[src/hw/dmc_params.svh]
// Purpose: constants of the display mode and cursor register bank
// Assumes: included by its bare name
// Notes: definitions only
`ifndef DMC_PARAMS_SVH
`define DMC_PARAMS_SVH

// ****************************************
// indexed port decode
// ****************************************
`define DMC_PORT_MONO_HI 12'h03B
`define DMC_PORT_COLR_HI 12'h03D
`define DMC_PORT_INDEX_LO 4'h4
`define DMC_PORT_DATA_LO 4'h5

// ****************************************
// register indices
// ****************************************
`define DMC_IDX_LOCK2 8'h39
`define DMC_IDX_MODE_CTL 8'h42
`define DMC_IDX_EXTENDED_DISPLAY_MODE 8'h43
`define DMC_IDX_CUR_MODE 8'h45
`define DMC_IDX_ORGX_HI 8'h46
`define DMC_IDX_ORGX_LO 8'h47
`define DMC_IDX_ORGY_HI 8'h48
`define DMC_IDX_ORGY_LO 8'h49
`define DMC_IDX_FG_STACK 8'h4A
`define DMC_IDX_BG_STACK 8'h4B
`define DMC_IDX_STA_HI 8'h4C
`define DMC_IDX_STA_LO 8'h4D
`define DMC_IDX_PAT_X 8'h4E
`define DMC_IDX_PAT_Y 8'h4F

// ****************************************
// reset values and writable masks
// ****************************************
`define DMC_RST_BYTE 8'h00
`define DMC_MASK_MODE_CTL 8'h2F
`define DMC_MASK_EXTENDED_DISPLAY_MODE 8'h9F
`define DMC_MASK_CUR_MODE 8'h3D
`define DMC_MASK_HI3 8'h07
`define DMC_MASK_HI4 8'h0F
`define DMC_MASK_PAT 8'h3F
`define DMC_LOCK_KEY 3'h5

// ****************************************
// field positions
// ****************************************
`define DMC_B_INTERLACE 5
`define DMC_B_DUAL_EDGE 0
`define DMC_B_DAC_SEL2 1
`define DMC_B_WIDTH8 2
`define DMC_B_COLOUR16 3
`define DMC_B_PORT_XLATE 4
`define DMC_B_HDOUBLE 7
`define DMC_B_CUR_EN 0
`define DMC_B_STRETCH2 2
`define DMC_B_STRETCH3 3
`define DMC_B_RIGHT_STORE 4
`define DMC_B_REMAP 5

// ****************************************
// enhanced port decode and stack depth
// ****************************************
`define DMC_ENH_PORT 10'h2E8
`define DMC_ENH_XOR 10'h3A0
`define DMC_STACK_DEPTH 3
`define DMC_STACK_LAST 2'h2

`endif

[src/hw/dmc_pkg.sv]
// Purpose: shared types of the display mode and cursor register bank
// Assumes: constants live in dmc_params.svh
// Notes: types only
package dmc_pkg;

  // one host cycle on the indexed io port
  typedef struct packed {
    logic wr;
    logic rd;
    logic [15:0] addr;
    logic [7:0] wdata;
  } dmc_io_req_t;

  // true-colour stack contents, entry 0 in the low byte
  typedef struct packed {
    logic [23:0] fg;
    logic [23:0] bg;
  } dmc_colour_t;

  // stack port commands
  typedef struct packed {
    logic wr_fg;
    logic wr_bg;
    logic ptr_clr;
    logic [7:0] wdata;
  } dmc_stack_cmd_t;

endpackage

[src/hw/dmc_colour_stack.sv]
// Purpose: foreground and background true-colour stacks with one pointer
// Assumes: one write or pointer clear per cycle from the register bank
// Notes: pointer wraps from entry 2 back to entry 0
`timescale 1ns/10ps
`default_nettype none
`include "dmc_params.svh"

module dmc_colour_stack (
  input wire logic i_ref_clk,
  input wire logic i_rst,
  input wire dmc_pkg::dmc_stack_cmd_t i_cmd,
  output logic [7:0] o_fg_rdata,
  output logic [7:0] o_bg_rdata,
  output dmc_pkg::dmc_colour_t o_colour
);

  logic [1:0] ptr_q;
  logic [7:0] fg_q [`DMC_STACK_DEPTH];
  logic [7:0] bg_q [`DMC_STACK_DEPTH];

  // ****************************************
  // shared pointer
  // ****************************************
  // a clear and a write never meet: they come from different indices
  always_ff @(posedge i_ref_clk) begin
    if (i_rst) begin
      ptr_q <= 2'h0;
    end else if (i_cmd.ptr_clr) begin
      ptr_q <= 2'h0;
    end else if (i_cmd.wr_fg || i_cmd.wr_bg) begin
      ptr_q <= (ptr_q == `DMC_STACK_LAST) ? 2'h0 : ptr_q + 2'h1;
    end
  end

  // ****************************************
  // stack entries
  // ****************************************
  genvar e;
  generate
    for (e = 0; e < `DMC_STACK_DEPTH; e++) begin : g_entry
      always_ff @(posedge i_ref_clk) begin
        if (i_rst) begin
          fg_q[e] <= `DMC_RST_BYTE;
          bg_q[e] <= `DMC_RST_BYTE;
        end else begin
          if (i_cmd.wr_fg && ptr_q == 2'(e)) begin
            fg_q[e] <= i_cmd.wdata;
          end
          if (i_cmd.wr_bg && ptr_q == 2'(e)) begin
            bg_q[e] <= i_cmd.wdata;
          end
        end
      end
      assign o_colour.fg[8*e +: 8] = fg_q[e];
      assign o_colour.bg[8*e +: 8] = bg_q[e];
    end
  endgenerate

  // reads show the entry under the pointer without moving it
  assign o_fg_rdata = (ptr_q == `DMC_STACK_LAST) ? fg_q[2] :
                      (ptr_q == 2'h1) ? fg_q[1] : fg_q[0];
  assign o_bg_rdata = (ptr_q == `DMC_STACK_LAST) ? bg_q[2] :
                      (ptr_q == 2'h1) ? bg_q[1] : bg_q[0];

endmodule
`default_nettype wire

[src/hw/dmc_regs.sv]
// Purpose: indexed control registers for extended display modes and cursor
// Assumes: host io cycles are one-cycle strobes synchronous to i_ref_clk
// Notes: index port at 3B4/3D4, data port at 3B5/3D5
`timescale 1ns/10ps
`default_nettype none
`include "dmc_params.svh"

module dmc_regs (
  input wire logic i_ref_clk,
  input wire logic i_rst,
  input wire dmc_pkg::dmc_io_req_t i_io,
  input wire logic [1:0] i_dac_select_ext,
  input wire logic [1:0] i_screen_width_ext,
  input wire logic i_ext_cursor_enable,
  input wire logic i_enhanced_mode,
  input wire logic [1:0] i_cursor_pixel_data,
  input wire logic i_odd_field,
  input wire logic i_cursor_data_valid,
  output logic [7:0] o_io_rdata,
  output logic o_io_rd_ack,
  output logic o_unlocked,
  output logic o_interlace_select,
  output logic o_pixel_clock_dual_edge,
  output logic o_dac_select_bit2,
  output logic o_screen_width_bit8,
  output logic o_sixteen_bit_colour_enable,
  output logic o_port_translate_enable,
  output logic [9:0] o_enhanced_port,
  output logic o_horizontal_count_double,
  output logic o_cursor_visible,
  output logic [1:0] o_cursor_width_factor,
  output logic o_truecolour_use,
  output logic o_cursor_right_storage,
  output logic o_storage_align_error,
  output logic [10:0] o_cursor_left_coordinate,
  output logic [10:0] o_cursor_top_coordinate,
  output logic [11:0] o_cursor_storage_start,
  output logic [5:0] o_pattern_offset_horizontal,
  output logic [5:0] o_pattern_offset_vertical,
  output dmc_pkg::dmc_colour_t o_colour,
  output logic [1:0] o_cursor_pixel_outputs,
  output logic o_cursor_pins_oe_n
);

  // ****************************************
  // port decode
  // ****************************************
  logic base_hit;
  logic idx_wr;
  logic idx_rd;
  logic dat_wr;
  logic dat_rd;
  logic [7:0] index_q;
  logic [7:0] lock2_q;
  logic unlocked;
  logic bank_idx;
  logic acc_wr;
  logic acc_rd;

  assign base_hit = (i_io.addr[15:4] == `DMC_PORT_MONO_HI) ||
                    (i_io.addr[15:4] == `DMC_PORT_COLR_HI);
  assign idx_wr = i_io.wr && base_hit && (i_io.addr[3:0] == `DMC_PORT_INDEX_LO);
  assign idx_rd = i_io.rd && base_hit && (i_io.addr[3:0] == `DMC_PORT_INDEX_LO);
  assign dat_wr = i_io.wr && base_hit && (i_io.addr[3:0] == `DMC_PORT_DATA_LO);
  assign dat_rd = i_io.rd && base_hit && (i_io.addr[3:0] == `DMC_PORT_DATA_LO);

  // only the key bits 7-5 matter, so any change to them relocks
  assign unlocked = (lock2_q[7:5] == `DMC_LOCK_KEY);
  assign bank_idx = (index_q >= `DMC_IDX_MODE_CTL) && (index_q <= `DMC_IDX_PAT_Y) &&
                    (index_q != 8'h44);
  assign acc_wr = dat_wr && unlocked && bank_idx;
  assign acc_rd = dat_rd && unlocked && bank_idx;

  always_ff @(posedge i_ref_clk) begin
    if (i_rst) begin
      index_q <= `DMC_RST_BYTE;
    end else if (idx_wr) begin
      index_q <= i_io.wdata;
    end
  end

  // the lock register itself is always reachable
  always_ff @(posedge i_ref_clk) begin
    if (i_rst) begin
      lock2_q <= `DMC_RST_BYTE;
    end else if (dat_wr && index_q == `DMC_IDX_LOCK2) begin
      lock2_q <= i_io.wdata;
    end
  end

  function automatic logic wr_at(input logic [7:0] idx);
    wr_at = acc_wr && (index_q == idx);
  endfunction

  // ****************************************
  // mode registers
  // ****************************************
  logic [7:0] mode_ctl_q;
  logic [7:0] extended_display_mode_q;
  logic [7:0] cur_mode_q;

  // reserved bits are dropped on write and read as zero
  always_ff @(posedge i_ref_clk) begin
    if (i_rst) begin
      mode_ctl_q <= `DMC_RST_BYTE;
    end else if (wr_at(`DMC_IDX_MODE_CTL)) begin
      mode_ctl_q <= i_io.wdata & `DMC_MASK_MODE_CTL;
    end
  end

  always_ff @(posedge i_ref_clk) begin
    if (i_rst) begin
      extended_display_mode_q <= `DMC_RST_BYTE;
    end else if (wr_at(`DMC_IDX_EXTENDED_DISPLAY_MODE)) begin
      extended_display_mode_q <= i_io.wdata & `DMC_MASK_EXTENDED_DISPLAY_MODE;
    end
  end

  always_ff @(posedge i_ref_clk) begin
    if (i_rst) begin
      cur_mode_q <= `DMC_RST_BYTE;
    end else if (wr_at(`DMC_IDX_CUR_MODE)) begin
      cur_mode_q <= i_io.wdata & `DMC_MASK_CUR_MODE;
    end
  end

  // ****************************************
  // cursor origin, staged then applied
  // ****************************************
  logic [2:0] orgx_hi_q;
  logic [7:0] orgx_lo_q;
  logic [2:0] orgy_hi_q;
  logic [7:0] orgy_lo_q;

  always_ff @(posedge i_ref_clk) begin
    if (i_rst) begin
      orgx_hi_q <= 3'h0;
      orgx_lo_q <= `DMC_RST_BYTE;
      orgy_hi_q <= 3'h0;
      orgy_lo_q <= `DMC_RST_BYTE;
    end else begin
      if (wr_at(`DMC_IDX_ORGX_HI)) begin
        orgx_hi_q <= i_io.wdata[2:0];
      end
      if (wr_at(`DMC_IDX_ORGX_LO)) begin
        orgx_lo_q <= i_io.wdata;
      end
      if (wr_at(`DMC_IDX_ORGY_HI)) begin
        orgy_hi_q <= i_io.wdata[2:0];
      end
      if (wr_at(`DMC_IDX_ORGY_LO)) begin
        orgy_lo_q <= i_io.wdata;
      end
    end
  end

  // applying both axes at once avoids a cursor that tears across a move
  always_ff @(posedge i_ref_clk) begin
    if (i_rst) begin
      o_cursor_left_coordinate <= 11'h000;
      o_cursor_top_coordinate <= 11'h000;
    end else if (wr_at(`DMC_IDX_ORGY_HI)) begin
      o_cursor_left_coordinate <= {orgx_hi_q, orgx_lo_q};
      o_cursor_top_coordinate <= {i_io.wdata[2:0], orgy_lo_q};
    end
  end

  // ****************************************
  // storage start and pattern offsets
  // ****************************************
  logic [3:0] sta_hi_q;
  logic [7:0] sta_lo_q;
  logic [5:0] pat_x_q;
  logic [5:0] pat_y_q;

  always_ff @(posedge i_ref_clk) begin
    if (i_rst) begin
      sta_hi_q <= 4'h0;
      sta_lo_q <= `DMC_RST_BYTE;
    end else begin
      if (wr_at(`DMC_IDX_STA_HI)) begin
        sta_hi_q <= i_io.wdata[3:0];
      end
      if (wr_at(`DMC_IDX_STA_LO)) begin
        sta_lo_q <= i_io.wdata;
      end
    end
  end

  always_ff @(posedge i_ref_clk) begin
    if (i_rst) begin
      pat_x_q <= 6'h00;
      pat_y_q <= 6'h00;
    end else begin
      if (wr_at(`DMC_IDX_PAT_X)) begin
        pat_x_q <= i_io.wdata[5:0];
      end
      if (wr_at(`DMC_IDX_PAT_Y)) begin
        pat_y_q <= i_io.wdata[5:0];
      end
    end
  end

  // ****************************************
  // colour stacks
  // ****************************************
  dmc_pkg::dmc_stack_cmd_t stack_cmd;
  logic [7:0] fg_rdata;
  logic [7:0] bg_rdata;

  assign stack_cmd.wr_fg = wr_at(`DMC_IDX_FG_STACK);
  assign stack_cmd.wr_bg = wr_at(`DMC_IDX_BG_STACK);
  assign stack_cmd.ptr_clr = acc_rd && (index_q == `DMC_IDX_CUR_MODE);
  assign stack_cmd.wdata = i_io.wdata;

  dmc_colour_stack u_stack (
    .i_ref_clk(i_ref_clk),
    .i_rst(i_rst),
    .i_cmd(stack_cmd),
    .o_fg_rdata(fg_rdata),
    .o_bg_rdata(bg_rdata),
    .o_colour(o_colour)
  );

  // ****************************************
  // read path
  // ****************************************
  logic [7:0] rd_mux;

  always_comb begin
    rd_mux = `DMC_RST_BYTE;
    unique case (index_q)
      `DMC_IDX_MODE_CTL: rd_mux = mode_ctl_q;
      `DMC_IDX_EXTENDED_DISPLAY_MODE: rd_mux = extended_display_mode_q;
      `DMC_IDX_CUR_MODE: rd_mux = cur_mode_q;
      `DMC_IDX_ORGX_HI: rd_mux = {5'h00, orgx_hi_q};
      `DMC_IDX_ORGX_LO: rd_mux = orgx_lo_q;
      `DMC_IDX_ORGY_HI: rd_mux = {5'h00, orgy_hi_q};
      `DMC_IDX_ORGY_LO: rd_mux = orgy_lo_q;
      `DMC_IDX_FG_STACK: rd_mux = fg_rdata;
      `DMC_IDX_BG_STACK: rd_mux = bg_rdata;
      `DMC_IDX_STA_HI: rd_mux = {4'h0, sta_hi_q};
      `DMC_IDX_STA_LO: rd_mux = sta_lo_q;
      `DMC_IDX_PAT_X: rd_mux = {2'h0, pat_x_q};
      `DMC_IDX_PAT_Y: rd_mux = {2'h0, pat_y_q};
      default: rd_mux = `DMC_RST_BYTE;
    endcase
  end

  // locked or foreign indices, except the lock register at 39, answer zero so the bank never leaks state
  always_ff @(posedge i_ref_clk) begin
    if (i_rst) begin
      o_io_rdata <= `DMC_RST_BYTE;
      o_io_rd_ack <= 1'b0;
    end else begin
      o_io_rd_ack <= idx_rd || dat_rd;
      if (idx_rd) begin
        o_io_rdata <= index_q;
      end else if (dat_rd && index_q == `DMC_IDX_LOCK2) begin
        o_io_rdata <= lock2_q;
      end else if (acc_rd) begin
        o_io_rdata <= rd_mux;
      end else begin
        o_io_rdata <= `DMC_RST_BYTE;
      end
    end
  end

  // ****************************************
  // mode outputs
  // ****************************************
  always_ff @(posedge i_ref_clk) begin
    if (i_rst) begin
      o_unlocked <= 1'b0;
      o_interlace_select <= 1'b0;
      o_pixel_clock_dual_edge <= 1'b0;
      o_dac_select_bit2 <= 1'b0;
      o_screen_width_bit8 <= 1'b0;
      o_sixteen_bit_colour_enable <= 1'b0;
      o_port_translate_enable <= 1'b0;
      o_enhanced_port <= `DMC_ENH_PORT;
      o_horizontal_count_double <= 1'b0;
    end else begin
      o_unlocked <= unlocked;
      o_interlace_select <= mode_ctl_q[`DMC_B_INTERLACE];
      o_pixel_clock_dual_edge <= extended_display_mode_q[`DMC_B_DUAL_EDGE];
      o_dac_select_bit2 <= (i_dac_select_ext == 2'h0) &&
                           extended_display_mode_q[`DMC_B_DAC_SEL2];
      o_screen_width_bit8 <= (i_screen_width_ext == 2'h0) &&
                             extended_display_mode_q[`DMC_B_WIDTH8];
      o_sixteen_bit_colour_enable <= extended_display_mode_q[`DMC_B_COLOUR16];
      o_port_translate_enable <= extended_display_mode_q[`DMC_B_PORT_XLATE];
      o_enhanced_port <= extended_display_mode_q[`DMC_B_PORT_XLATE] ?
                         (`DMC_ENH_PORT ^ `DMC_ENH_XOR) : `DMC_ENH_PORT;
      o_horizontal_count_double <= extended_display_mode_q[`DMC_B_HDOUBLE];
    end
  end

  // ****************************************
  // cursor control outputs
  // ****************************************
  logic stretch2;
  logic stretch3;

  assign stretch2 = cur_mode_q[`DMC_B_STRETCH2];
  assign stretch3 = cur_mode_q[`DMC_B_STRETCH3];

  // with both stretch bits set, triple width wins
  always_ff @(posedge i_ref_clk) begin
    if (i_rst) begin
      o_cursor_visible <= 1'b0;
      o_cursor_width_factor <= 2'h1;
      o_truecolour_use <= 1'b0;
    end else begin
      o_cursor_visible <= cur_mode_q[`DMC_B_CUR_EN] && i_enhanced_mode;
      if (stretch3) begin
        o_cursor_width_factor <= 2'h3;
      end else if (stretch2) begin
        o_cursor_width_factor <= 2'h2;
      end else begin
        o_cursor_width_factor <= 2'h1;
      end
      o_truecolour_use <= stretch2 || stretch3;
    end
  end

  // the pixel depth picks 256 or 512 byte blocks downstream; here only
  // the mode and the alignment the placement needs are held
  always_ff @(posedge i_ref_clk) begin
    if (i_rst) begin
      o_cursor_right_storage <= 1'b0;
      o_storage_align_error <= 1'b0;
      o_cursor_storage_start <= 12'h000;
      o_pattern_offset_horizontal <= 6'h00;
      o_pattern_offset_vertical <= 6'h00;
    end else begin
      o_cursor_right_storage <= cur_mode_q[`DMC_B_RIGHT_STORE];
      o_storage_align_error <= cur_mode_q[`DMC_B_RIGHT_STORE] &&
                               (sta_lo_q[1:0] != 2'h3);
      o_cursor_storage_start <= {sta_hi_q, sta_lo_q};
      o_pattern_offset_horizontal <= pat_x_q;
      o_pattern_offset_vertical <= pat_y_q;
    end
  end

  // ****************************************
  // cursor pins toward the video DAC
  // ****************************************
  // pins are released (oe_n high) unless external cursor mode claims them
  always_ff @(posedge i_ref_clk) begin
    if (i_rst) begin
      o_cursor_pixel_outputs <= 2'h0;
      o_cursor_pins_oe_n <= 1'b1;
    end else begin
      o_cursor_pins_oe_n <= !i_ext_cursor_enable;
      if (i_ext_cursor_enable && cur_mode_q[`DMC_B_REMAP]) begin
        o_cursor_pixel_outputs <= {i_odd_field, i_cursor_data_valid};
      end else if (i_ext_cursor_enable) begin
        o_cursor_pixel_outputs <= i_cursor_pixel_data;
      end else begin
        o_cursor_pixel_outputs <= 2'h0;
      end
    end
  end

endmodule
`default_nettype wire

[config.mk]
export PLATFORM = sky130hd
export DESIGN_NAME = dmc_regs
export DESIGN_NICKNAME = d
export VERILOG_FILES = /design/src/hw/dmc_pkg.sv /design/src/hw/dmc_colour_stack.sv /design/src/hw/dmc_regs.sv
export VERILOG_INCLUDE_DIRS = /design/src /design/src/hw
export SDC_FILE = /design/constraint.sdc
export NUM_CORES = 1
export LEC_CHECK = 0
export BUFFER_PORTS_ARGS = -buffer_cell sky130_fd_sc_hd__buf_4
export CAP_MARGIN = 40
export CORE_ASPECT_RATIO = 1.75
export CORE_MARGIN = 4
export CORE_UTILIZATION = 58
export DETAILED_ROUTE_END_ITERATION = 8
export PLACE_DENSITY = 0.84
export RECOVER_POWER = 50
export SLEW_MARGIN = 20
export SYNTH_ARGS = -nofsm -noshare
export SYNTH_HDL_FRONTEND = slang
export SYNTH_SLANG_ARGS = --single-unit
[constraint.sdc]
create_clock -name i_ref_clk -period 7.75 [get_ports i_ref_clk]
set_input_delay 1.55 -clock i_ref_clk [delete_from_list [all_inputs] [get_ports i_ref_clk]]
set_output_delay 1.55 -clock i_ref_clk [all_outputs]
set_load 0.005 [all_outputs]
Yosys cells after proc, flatten, opt, wreduce, memory -nomap -nowiden
Memories as Yosys holds them, arrays and structs flattened.
Index checks and enable logic that the tools add are counted.

operators by class
  equal/unequal tests = 23
  mux-type cells = 40
  reductions and logical operators = 49
  $add $sub $neg = 1
  bitwise operators = 6
  order comparisons = 2

operator list
  cell                 count
  $eq 8x7->1 const B   13
  $mux 8               13
  $pmux 8 s13          1
  $logic_and 1x1->1    39
  $eq 12x6->1 const B  2
  $mux 1               20
  $mux 10              1
  $mux 2               5
  $eq 4x3->1 const B   2
  $eq 8x6->1 const B   1
  $ge 8x7->1 const B   1
  $le 8x7->1 const B   1
  $ne 8x7->1 const B   1
  $logic_not 2->1      3
  $or 1x1->1           6
  $logic_or 1x1->1     4
  $reduce_or 2->1      2
  $eq 3x3->1 const B   1
  $add 2x1->2 const B  1
  $eq 2x1->1 const B   1
  $eq 2x2->1 const B   1
  $ne 2x2->1 const B   1
  $logic_not 1->1      1

storage, ports and cells
  bits in writable memories = 48
  memories = 2
  register bits = 162
  output and inout port bits = 130
  logic and storage cells = 161
  bits of input ports = 38

memories
  name          words  width  rd ports  clocked after memory_dff  wr ports  RTL line                source
  u_stack.bg_q  3      8      3         0                         3         dmc_colour_stack.sv:19  logic [7:0] bg_q [`DMC_STACK_DEPTH];
  u_stack.fg_q  3      8      3         0                         3         dmc_colour_stack.sv:18  logic [7:0] fg_q [`DMC_STACK_DEPTH];

Longest topological paths before layout
Gate-level depths: netlist (run 1).

  depth after elaboration = 12
  mapped depth = 10
  mapped depth without buffers = 7

Modules after synthesis
Synthesis (run 1) repeated with hierarchy kept, for this count alone.

unflattened totals
  cells, all modules = 863
  area total of the unflattened synthesis = 8,564.5 um^2

by module, submodules not included
  module            cells each  times used  area an instance (um^2)
  dmc_regs          647         1           6,073.3
  dmc_colour_stack  216         1           2,491.1

Worst setup path before layout (run 1)
OpenSTA, ideal clock, no wires.

  path type = input-to-reg
  start = input i_io[21] (netlist bit)
  end = memory u_stack.bg_q[0][0] (enable)
  data required time = 7,363 ps
  setup slack = 3,481 ps
  setup time = 387 ps
  stages on the path = 6
  arrival = 3,882 ps
  path buffers = 1
  cells stage by stage = or4_4 -> nor4_4 -> nand2_1 -> or4_1 -> clkbuf_1 -> o31ai_1

RTL lines
  item         RTL line                source
  from (decl)  dmc_regs.sv:11          input wire dmc_pkg::dmc_io_req_t i_io,
  to (decl)    dmc_colour_stack.sv:19

==> results of run 1 <==
[area by class of cell]
class,count,area share
clock buffer,17,0.0415
clock inverter,15,0.0143
tap,180,0.0220
timing repair buffer,177,0.128
inverter,5,0.00183
sequential,197,0.431
multi-input combinational,589,0.361
[logic make-up after synthesis]
group | Yosys count | share of synthesized area
compound gates | 132 | 0.0974
xor+xnor | 1 | 0.00104
buf+inv | 77 | 0.0413
flops | 197 | 0.523
mux | 97 | 0.118
other cells | 2 | 0.000888
simple gates | 353 | 0.218
[registers in the layout, indices dropped and copies added (netlist names), 6 cells and up]
| name | flops |
|---|---|
| lock2_q | 8 |
| o_pattern_offset_vertical | 6 |
| o_pattern_offset_horizontal | 6 |
| sta_lo_q | 8 |
| pat_y_q | 6 |
| u_stack.fg_q | 24 |
| index_q | 8 |
| o_cursor_storage_start | 12 |
| pat_x_q | 6 |
| orgx_lo_q | 8 |
| extended_display_mode_q | 6 |
| o_io_rdata | 8 |
| o_cursor_top_coordinate | 8 |
| o_cursor_left_coordinate | 11 |
| orgy_lo_q | 8 |
| u_stack.bg_q | 24 |
[layer usage]
layer | up-vias | global-route usage | part of all wire
li1 | 3229 | - | -
met1 | 3246 | 0.321 | 0.35
met2 | 379 | 0.506 | 0.53
met3 | 84 | 0.0477 | 0.067
met4 | 0 | 0.172 | 0.059
met5 | - | 0 | 0
[metrics by stage]
stage,cell area (µm²),total power [mW],utilization
CTS,10300,2.02,0.714
global placement,9630,1.18,0.670
detailed placement,9690,1.18,0.675
global route,10300,2.08,0.714
floorplan,8480,1.13,-
finish,10300,2.02,0.714
[report_power, final]
group          switching [mW]  total [mW]  leakage, nW  internal (mW)
sequential            0.00956        1.07         1.66           1.06
combinational          0.0503      0.0865         2.00         0.0362
clock                   0.410       0.863        0.283          0.452
[worst paths after layout]
check,to,slack (ns),cells after the start
worst max-delay path,u_stack.fg_q[2][5]$_SDFFCE_PN0P_,2.49,4
worst min-delay path,o_cursor_width_factor[0]$_SDFF_PP1_,0.43,1
worst max register to register,u_stack.bg_q[0][2]$_SDFFCE_PN0P_,4.40,7
worst min register to register,o_cursor_width_factor[0]$_SDFF_PP1_,0.43,1
[layout by cell type, fill, tap and decap left out, types with 7 or more instances in the layout]
cell and instances:
dfxtp_1 148, clkbuf_4 114, clkbuf_16 17, nand3_1 12
o22ai_1 7, nor2_1 81, nor2b_1 39, edfxtp_1 48
o21ai_0 15, a21oi_1 62, clkbuf_1 12, a22oi_1 8
mux2_2 13, and2_1 48, nor3_1 8, buf_4 42
nand2_1 116, nand2b_1 7, mux2i_1 83
==> summary.txt, run 1 <==
Power
  – Leakage: approximately 3.9 nW
  – Power Density: a little under 200 nW/µm²
  – IR drop worst, VDD: between 150 and 200 µV

Synthesis
  – Top_reg_cell synth: dfxtp_1
  – Post-synth EDFFs: 48
  – Ys Warns: 0
  – Yosys top cell area share: 0.353
  – Top post-synthesis cells by count: 149 x dfxtp_1, 116 x nand2_1, 83 x mux2i_1
  – Post-Syn Area: 8460 µm²
  – Avg Synthesized Cell Area: roughly 9.9 µm²
  – Register area share after synthesis: 0.523
  – Leading area contributor after synthesis: dfxtp_1
  – Count leader, synth: dfxtp_1
  – Yosys reg bits: 197
  – Post-synthesis async set-or-reset flop share: 0
  – Main area contributors after synthesis: dfxtp_1 35%, edfxtp_1 17%, mux2i_1 9.8%, nand2_1 5.1%, a21oi_1 3.7%
  – Syn Inst Count: 859
  – Yosys cell types: 61

STA
  – Slew Limit Fails: 65
  – RSZ-0062 raised after global routing: no
  – Max frequency: 0.190 GHz
  – Clk_skew: ~0.0090 ns
  – PnR worst setup slack: between 2 and 2.5 ns
  – Setup TNS: 0 ns
  – Min cycle time layout: 5.26 ns
  – Final Cycle Share: 0.678
  – Final hold vios: 0
  – Hold Slack: 0.433 ns
  – Rel. slew slack: -0.899
  – # setup viols final: 0
  – Least-Margin Pin Slew: 2.85 ns

Detailed routing
  – DR pass1 iterations: 7
  – Post-route DRC violation count: 0
  – Average wire per standard cell: 20.3 µm
  – Antenna-violating nets left: 0
  – First DRT Iteration DRCs: approximately 800
  – Via/cell ratio: 5.88
  – Final WL: 24000 µm
  – Vias: around 7000

Placement
  – Placed cells: 1146
  – Final RePlAce weighted congestion: 0.990
  – Dpl ws: 3.24 ns
  – Post-DP HPWL: 17000 µm
  – Number of buffers added on ports: 161

Setup path
  – Delay-heaviest family, CP: buffers and inverters
  – CP Class: in -> reg
  – Startpoint Class: primary input
  – Worst EP required: between 7 and 8 ns
  – Slowest stage cell, crit path: clkbuf_1
  – Max FO, Critical Path: 64
  – Max incr delay on CP: 1.97 ns
  – RR Startpoint: index_q[1]$_SDFFE_PP0P_
  – Buffers and inverters on the worst path: 3
  – Critical Path, Cell by Cell: clkbuf_1 -> inv_1 -> o21ai_0 -> buf_2
  – Crit path from: i_rst
  – Crit end category: register
  – CP Data Arrival Time: 5.41 ns

Clock network
  – Sink Count: 197
  – Clock tree buffer depth: 2
  – CTS tree: yes
  – Clk slew on worst S/H paths: 0.07 ns
  – Hold Buf Count CTS: 0
  – CTS buffer count: 17
  – Post-CTS sizing: 0
  – Root buf cell: clkbuf_16
  – Setup bufs post-CTS: 0
  – H-tree Lvls: 4
  – Later-pin clock latency in the skew report: 0.44 ns

Floorplan
  – # rows: 58
  – Initial core utilization: 0.589
  – Die H: 168 µm
  – Die area: around 17000 µm²
  – Core outline area: 14400 µm²
  – Die width: 99.3 µm
  – Num ports: between 150 and 200

Cells and area
  – Footprint of the multi-input gates: approximately 3700 µm²
  – Area grow syn2layout: 21.2%
  – Share of layout cells above drive strength 1: 0.228
  – Sequential cell area: 4430 µm²
  – Fill cell count: 1057
  – Final Non-Filler Cells: 1180
  – NumNets Final: 1025
  – Antenna diodes: 0

GRT
  – Vias in the first global route: 6792
  – Initial antenna violation count: 0
  – First-pass GRT wire length: 37100 µm
  – Largest net degree at the start of global routing: 87
  – Remaining Overflow, GRT: 0
  – Global-route usage over all layers: 0.288

Outcome
  – Status: finished with violations
  – Failing checks: max-capacitance violations, max-slew violations

Min path
  – Hold Path Class: reg -> reg
  – Hold path start: cur_mode_q[2]$_SDFFE_PP0P_

Run
  – Max_cap viols: 1
Power figures use the tool's default switching activity.
==> run 2, diff against run 1 <==
- CORE_UTILIZATION: 58 -> 50
- PLACE_DENSITY: 0.84 -> 0.77
- clock period: 7.75 -> 4.5 ns (I/O delays scaled with it)
==> run 2 against run 1 <==
Clock power grew 73%. The run still ends with max-capacitance violations, max-slew violations left. Cell area grew 0.49%. First-iteration DRC count shrank 18%. Register-to-register slack lost 3.2 ns. Die area grew 15%. Clock-buffer cell count grew 3. Clock skew grew 0.0043 ns. Critical path type unchanged. Core utilization shrank 9.0 points. Combinational power grew 72%. Worst hold slack lost 0.0013 ns. Global-route usage shrank 3.1 points.
==> summary.txt, run 2 (synthesis results as in run 1) <==
Outcome
  – Status: finished with violations
  – Failing checks: max-capacitance violations, max-slew violations

Placement
  – Number of buffers added on ports: 161 (unchanged)
  – Post-DP HPWL: 17600 µm (+3.4%)
  – Placed cells: 1194 (+4.2%)
  – Final RePlAce weighted congestion: 0.963 (-2.7%)

Cells and area
  – Area grow syn2layout: 21.8%
  – Top Registers: u_stack.bg_q: 24 flops, u_stack.fg_q: 24 flops, o_cursor_storage_start: 12 flops
  – Fill cell count: 1396 (+32%)
  – Footprint of the multi-input gates: 3680 µm² (-0.61%)
  – Antenna diodes: 0 (unchanged)
  – Most common cell after layout, fill and taps aside: dfxtp_1
  – Share of layout cells above drive strength 1: 0.229 (+0.00131)
  – Final Non-Filler Cells: 1227 (+4.0%)
  – NumNets Final: 1028 (+0.29%)
  – Most frequent cells in the layout: 148 x dfxtp_1, 116 x nand2_1, 115 x clkbuf_4, 83 x mux2i_1, 81 x nor2_1
  – Sequential cell area: 4430 µm² (unchanged)

GRT
  – Vias in the first global route: 6712 (-1.2%)
  – Initial antenna violation count: 0 (unchanged)
  – Largest net degree at the start of global routing: 82 (-5.7%)
  – Remaining Overflow, GRT: 0 (unchanged)
  – First-pass GRT wire length: 38000 µm (+2.4%)
  – Global-route usage over all layers: 0.257 (-0.0308)

STA
  – Final hold vios: 0 (unchanged)
  – Least-Margin Pin Slew: 1.53 ns (-1.32 ns)
  – Max frequency: 0.276 GHz
  – Slew Limit Fails: 82 (+26%)
  – Setup TNS: 0 ns (unchanged)
  – RSZ-0062 raised after global routing: no
  – Final Cycle Share: 0.805
  – Rel. slew slack: -0.0194 (+0.880)
  – Min cycle time layout: 3.62 ns
  – # setup viols final: 0 (unchanged)
  – Clk_skew: 0.0133 ns (+0.00431 ns)

Detailed routing
  – DR pass1 iterations: 6 (-1)
  – Average wire per standard cell: 20.1 µm (-1.0%)
  – First DRT Iteration DRCs: 674 (-18%)
  – Post-route DRC violation count: 0 (unchanged)
  – Final WL: 24700 µm (+2.9%)
  – Vias: 6875 (-0.91%)
  – Via/cell ratio: 5.60 (-4.7%)
  – Antenna-violating nets left: 0 (unchanged)

Setup path
  – Worst EP required: 4.80 ns (-3.10 ns)
  – CP Data Arrival Time: 3.92 ns (-1.49 ns)
  – Startpoint Class: primary input
  – Max FO, Critical Path: 8 (-88%)
  – Crit end category: register
  – CP Class: in -> reg

Floorplan
  – Die area: 19200 µm² (+15%)
  – Die H: 180 µm (+7.3%)
  – Initial core utilization: 0.512 (-0.0768)
  – Core outline area: 16500 µm² (+15%)
  – # rows: 62 (+6.9%)
  – Num ports: 168 (unchanged)
  – Die width: 106 µm (+7.1%)

Clock network
  – Later-pin clock latency in the skew report: 0.44 ns (about the same)
  – CTS tree: yes
  – Setup bufs post-CTS: 0 (unchanged)
  – H-tree Lvls: 4 (unchanged)
  – Root buf cell: clkbuf_16
  – Post-CTS sizing: 0 (unchanged)
  – CTS buffer count: 17 (unchanged)
  – Clock tree buffer depth: 2 (unchanged)
  – Sink Count: 197 (unchanged)
  – Clk slew on worst S/H paths: 0.07 ns (about the same)
  – Hold Buf Count CTS: 0 (unchanged)

Min path
  – Hold Path Class: reg -> reg

Power
  – Leakage: 3.94 nW (about the same)
  – IR drop worst, VDD: 220 µV (+46%)
  – Power Density: 338 nW/µm² (+71%)

Run
  – Max_cap viols: 1 (unchanged)
==> run 2: changes by cell type in the layout (fill, tap and decap cells not counted), sizes merged <==
| cell | previous run | this run |
|---|---|---|
| inv | 11 | 12 |
| clkbuf | 143 | 148 |
| buf | 51 | 52 |
| clkinvlp | 1 | 3 |
| bufinv | 1 | 0 |
| clkinv | 7 | 2 |
==> run 2: path summary, 6_finish.rpt <==
kind	from	to	slack, ns	cells after the start
setup / recovery	i_io[21]	u_stack.fg_q[1][0]$_SDFFCE_PN0P_	0.88	9
hold / removal	cur_mode_q[2]$_SDFFE_PP0P_	o_cursor_width_factor[0]$_SDFF_PP1_	0.43	1
setup reg to reg	index_q[4]$_SDFFE_PP0P_	u_stack.fg_q[1][0]$_SDFFCE_PN0P_	1.24	8
hold reg to reg	cur_mode_q[2]$_SDFFE_PP0P_	o_cursor_width_factor[0]$_SDFF_PP1_	0.43	1
==> run 2: worst max-delay path, stage by stage <==
cell and delay [ns]:
clkbuf_4 0.10, or4_2 0.64, nor4_1 0.37, nand2_1 0.22
nor2_1 0.17, clkbuf_1 0.30, nand3_1 0.25, nor3_1 0.72
and2_1 0.23
==> run 2: per-layer routing <==
metal	global-route usage	up-vias	wire length [µm]
met5	0	-	0
met4	0.117	0	957
met3	0.0477	65	1670
met2	0.457	349	13000
met1	0.294	3229	9030
li1	-	3232	-
==> run 2: through the flow <==
| step | total power, mW | hold WS (ns) | area, µm² | worst slack [ns] | utilization |
|---|---|---|---|---|---|
| 2_1_floorplan | 1.95 | 0.384 | 8480 | 0.881 | - |
| 3_3_place_gp | 2.04 | 0.419 | 9760 | 0.949 | 0.591 |
| 3_5_place_dp | 2.04 | 0.421 | 9790 | 0.823 | 0.593 |
| 4_1_cts | 3.51 | 0.433 | 10400 | 1.29 | 0.628 |
| 5_1_grt | 3.59 | 0.449 | 10300 | 0.652 | 0.624 |
| 6_report | 3.48 | 0.431 | 10300 | 0.878 | 0.624 |
==> run 2: power by group <==
| part | internal [mW] | switching (mW) | total, mW |
|---|---|---|---|
| Combinational | 0.0617 | 0.0873 | 0.149 |
| Sequential | 1.83 | 0.0168 | 1.85 |
| Clock | 0.777 | 0.710 | 1.49 |
| Total | 2.67 | 0.814 | 3.48 |
==> run 2: cell type report <==
type                            instances  area share
Sequential cell                       197       0.429
Timing Repair Buffer                  180       0.129
Inverter                                5     0.00182
Clock inverter                         12      0.0106
Clock buffer                           20      0.0454
Multi-Input combinational cell        589       0.357
Tap cell                              224      0.0272
==> run 3, diff against run 2 <==
- ABC_AREA: not set -> 1
- CORE_UTILIZATION: 50 -> 56
- PLACE_DENSITY: 0.77 -> 0.81
- clock period: 4.5 -> 3.75 ns (I/O delays scaled with it)
==> run 3 against run 2 <==
The run now ends clean. Critical path type unchanged. Sequential power up 20%. Global-route usage up 2.7 points. Final cell count up 33%. First-iteration DRC count down 4.5%. Synthesized cell count up 49%. Clock skew down 0.0022 ns. Clock-buffer cell count up 1. Combinational power up 34%. Register-to-register slack better by 0.14 ns. Flip-flop and latch count unchanged. Die area down 5.0%. Non-clock buffer count down 7.
==> summary.txt, run 3 <==
Placement
  – Post-DP HPWL: 18900 µm (+7.3%)
  – Area of placed instances: 10300 µm² (+4.9%)
  – Dpl ws: 0.752 ns (-0.0704 ns)
  – Final RePlAce weighted congestion: 1.02 (+6.1%)
  – Placed cells: 1593 (+33%)
  – Number of buffers added on ports: 161 (unchanged)

Power
  – Share of power burned in the clock network: 0.439 (+0.012)
  – Pint: 3.30 mW (+24%)
  – Flop pwr share: 0.515 (-0.016)
  – IR drop worst, VDD: 267 µV (+22%)
  – Net Sw Power: 1.01 mW (+24%)
  – Leakage: 5.10 nW (+30%)
  – Power Density: 397 nW/µm² (+17%)
  – Comb pwr share: 0.046 (+0.003)
  – Switching share of power: 0.234 (+0.000811)

Run
  – Max_cap viols: 0 (-1)

GRT
  – Remaining Overflow, GRT: 0 (unchanged)
  – Largest net degree at the start of global routing: 92 (+12%)
  – Initial antenna violation count: 0 (unchanged)
  – Global-route usage over all layers: 0.284 (+0.0272)
  – First-pass GRT wire length: 41100 µm (+8.2%)
  – Vias in the first global route: 8138 (+21%)

Synthesis
  – Yosys cell types: 31 (-49%)
  – Leading area contributor after synthesis: dfxtp_1
  – Ys Warns: 0 (unchanged)
  – Yosys top cell area share: 0.332 (-0.0201)
  – Syn Inst Count: 1278 (+49%)
  – Yosys reg bits: 197 (unchanged)
  – Post-synth EDFFs: 48 (unchanged)
  – Count leader, synth: nand2_1
  – Post-Syn Area: 8970 µm² (+6.0%)
  – Top post-synthesis cells by count: 361 x nand2_1, 270 x nor2_1, 199 x inv_1
  – Post-synthesis async set-or-reset flop share: 0 (unchanged)
  – Avg Synthesized Cell Area: 7.02 µm² (-29%)
  – Main area contributors after synthesis: dfxtp_1 33%, edfxtp_1 16%, nand2_1 15%, nor2_1 11%, inv_1 8.3%
  – Top_reg_cell synth: dfxtp_1
  – Register area share after synthesis: 0.493 (-0.0297)

Cells and area
  – Most frequent cells in the layout: 361 x nand2_1, 269 x nor2_1, 198 x inv_1, 149 x dfxtp_1, 114 x clkbuf_4
  – Footprint of the multi-input gates: 3530 µm² (-4.0%)
  – Sequential cell area: 4420 µm² (about the same)
  – NumNets Final: 1462 (+42%)
  – Area grow syn2layout: 21.2%
  – Top Registers: u_stack.bg_q: 24 flops, u_stack.fg_q: 24 flops, o_cursor_storage_start: 12 flops
  – Antenna diodes: 0 (unchanged)
  – Most common cell after layout, fill and taps aside: nand2_1
  – Design area: 10900 µm² (+5.5%)
  – Fill cell count: 1316 (-5.7%)
  – Final Non-Filler Cells: 1626 (+33%)
  – Share of layout cells above drive strength 1: 0.160 (-0.0693)

Setup path
  – Reg2Reg Setup Slack: 1.38 ns (+0.14 ns)
  – Critical R2R Capture: u_stack.fg_q[1][6]$_SDFFCE_PN0P_
  – RR Startpoint: index_q[1]$_SDFFE_PP0P_
  – Startpoint Class: primary input
  – Worst Reg2Reg Path Length in Cells: 9 (+1)
  – CP Data Arrival Time: 3.14 ns (-0.78 ns)
  – CP Class: in -> reg
  – Crit end category: register
  – Max FO, Critical Path: 89 (+81)
  – Worst EP required: 4.07 ns (-0.73 ns)

Clock network
  – CTS tree: yes
  – CTS buffer count: 17 (unchanged)
  – Setup bufs post-CTS: 0 (unchanged)
  – Later-pin clock latency in the skew report: 0.43 ns (about the same)
  – Root buf cell: clkbuf_16
  – Clk slew on worst S/H paths: 0.07 ns (about the same)
  – Sink Count: 197 (unchanged)
  – Hold Buf Count CTS: 0 (unchanged)
  – Post-CTS sizing: 0 (unchanged)
  – H-tree Lvls: 4 (unchanged)
  – Clock tree buffer depth: 2 (unchanged)

STA
  – Final hold vios: 0 (unchanged)
  – Clk_skew: 0.0112 ns (-0.00217 ns)
  – PnR worst setup slack: 0.924 ns (+0.0460 ns)
  – Max frequency: 0.354 GHz
  – # setup viols final: 0 (unchanged)
  – Rel. slew slack: 0.227 (+0.246)
  – Final Cycle Share: 0.754
  – Setup TNS: 0 ns (unchanged)
  – Min cycle time layout: 2.83 ns
  – Slew Limit Fails: 0 (-100%)
  – Least-Margin Pin Slew: 1.15 ns (-0.376 ns)
  – RSZ-0062 raised after global routing: no

Floorplan
  – Die width: 104 µm (-2.5%)
  – Initial core utilization: 0.568 (+0.0558)
  – Num ports: 168 (unchanged)
  – Core outline area: 15800 µm² (-4.4%)
  – Die area: 18200 µm² (-5.0%)
  – Die H: 175 µm (-2.6%)
  – # rows: 61 (-1.6%)

Detailed routing
  – Antenna-violating nets left: 0 (unchanged)
  – Average wire per standard cell: 15.8 µm (-21%)
  – Post-route DRC violation count: 0 (unchanged)
  – Vias: 8349 (+21%)
  – Final WL: 25700 µm (+4.2%)
  – Via/cell ratio: 5.13 (-8.4%)
  – First DRT Iteration DRCs: 644 (-4.5%)
  – DR pass1 iterations: 5 (-1)

Outcome
  – Status: completed

Min path
  – Hold Path End: o_pattern_offset_horizontal[3]$_SDFF_PP0_
  – Worst Hold Depth: 2 (+1)
  – Hold path start: pat_x_q[3]$_SDFFE_PP0P_
  – Hold Path Class: reg -> reg
## run 3: critical path, cell delays in order
cell	delay [ns]
buf_4	0.33
clkinvlp_2	1.03
clkbuf_1	0.42
buf_16	0.25
o21ai_0	0.13
inv_1	0.07
nand2_1	0.06
nor2_1	0.04
## run 3: how the worst max path moves through the flow
stage	cells after the start	startpoint	slack, ns	end
2_1_floorplan	10	i_io[23]	0.86	u_stack.fg_q[1][0]$_SDFFCE_PN0P_
3_3_place_gp	11	i_io[21]	0.83	u_stack.fg_q[2][1]$_SDFFCE_PN0P_
3_5_place_dp	11	i_io[19]	0.75	u_stack.fg_q[1][4]$_SDFFCE_PN0P_
4_1_cts	11	i_io[19]	1.18	u_stack.fg_q[1][3]$_SDFFCE_PN0P_
5_1_grt	8	i_rst	0.75	u_stack.ptr_q[0]$_SDFFE_PP0P_
6_report	8	i_rst	0.92	u_stack.ptr_q[0]$_SDFFE_PP0P_
## run 3: stage by stage
step	util	hold WS (ns)	total power, mW
after floorplan	-	0.394	2.35
after global placement	0.650	0.442	2.47
after detailed placement	0.650	0.442	2.47
after CTS	0.689	0.453	4.33
after global routing	0.688	0.464	4.42
final	0.688	0.455	4.31
## run 3: cell families after synthesis
logic type	share of synthesized area
buffers and inverters	0.115
and+or+nand+nor	0.356
AOI/OAI and AO/OA	0.0354
DFF	0.493
other	0.000837
## run 3: layout make-up
| class | count | share of cell area |
|---|---|---|
| clock buffers | 21 | 0.0444 |
| well taps | 189 | 0.0218 |
| clock inverters | 11 | 0.0120 |
| flip-flops and latches | 197 | 0.407 |
| repair buffers | 173 | 0.117 |
| multi-input cells | 825 | 0.325 |
| inverters | 210 | 0.0726 |
## run 3: layer usage
layer,vias to the layer above,wire [µm],GRT usage,part of all wire
met2,302,13200,0.516,0.51
met4,0,1530,0.170,0.060
met5,-,0,0,0
met1,3811,9500,0.307,0.37
li1,4138,-,-,-
met3,98,1500,0.0500,0.058
## run 3: power by group through the flow
stage,sequential [mW],clock [mW],combinational (mW)
final,2.22,1.89,0.199
after global routing,2.22,1.98,0.217
after CTS,2.22,1.91,0.201
after detailed placement,2.27,0,0.201
after global placement,2.27,0,0.198
after floorplan,2.26,0,0.0855
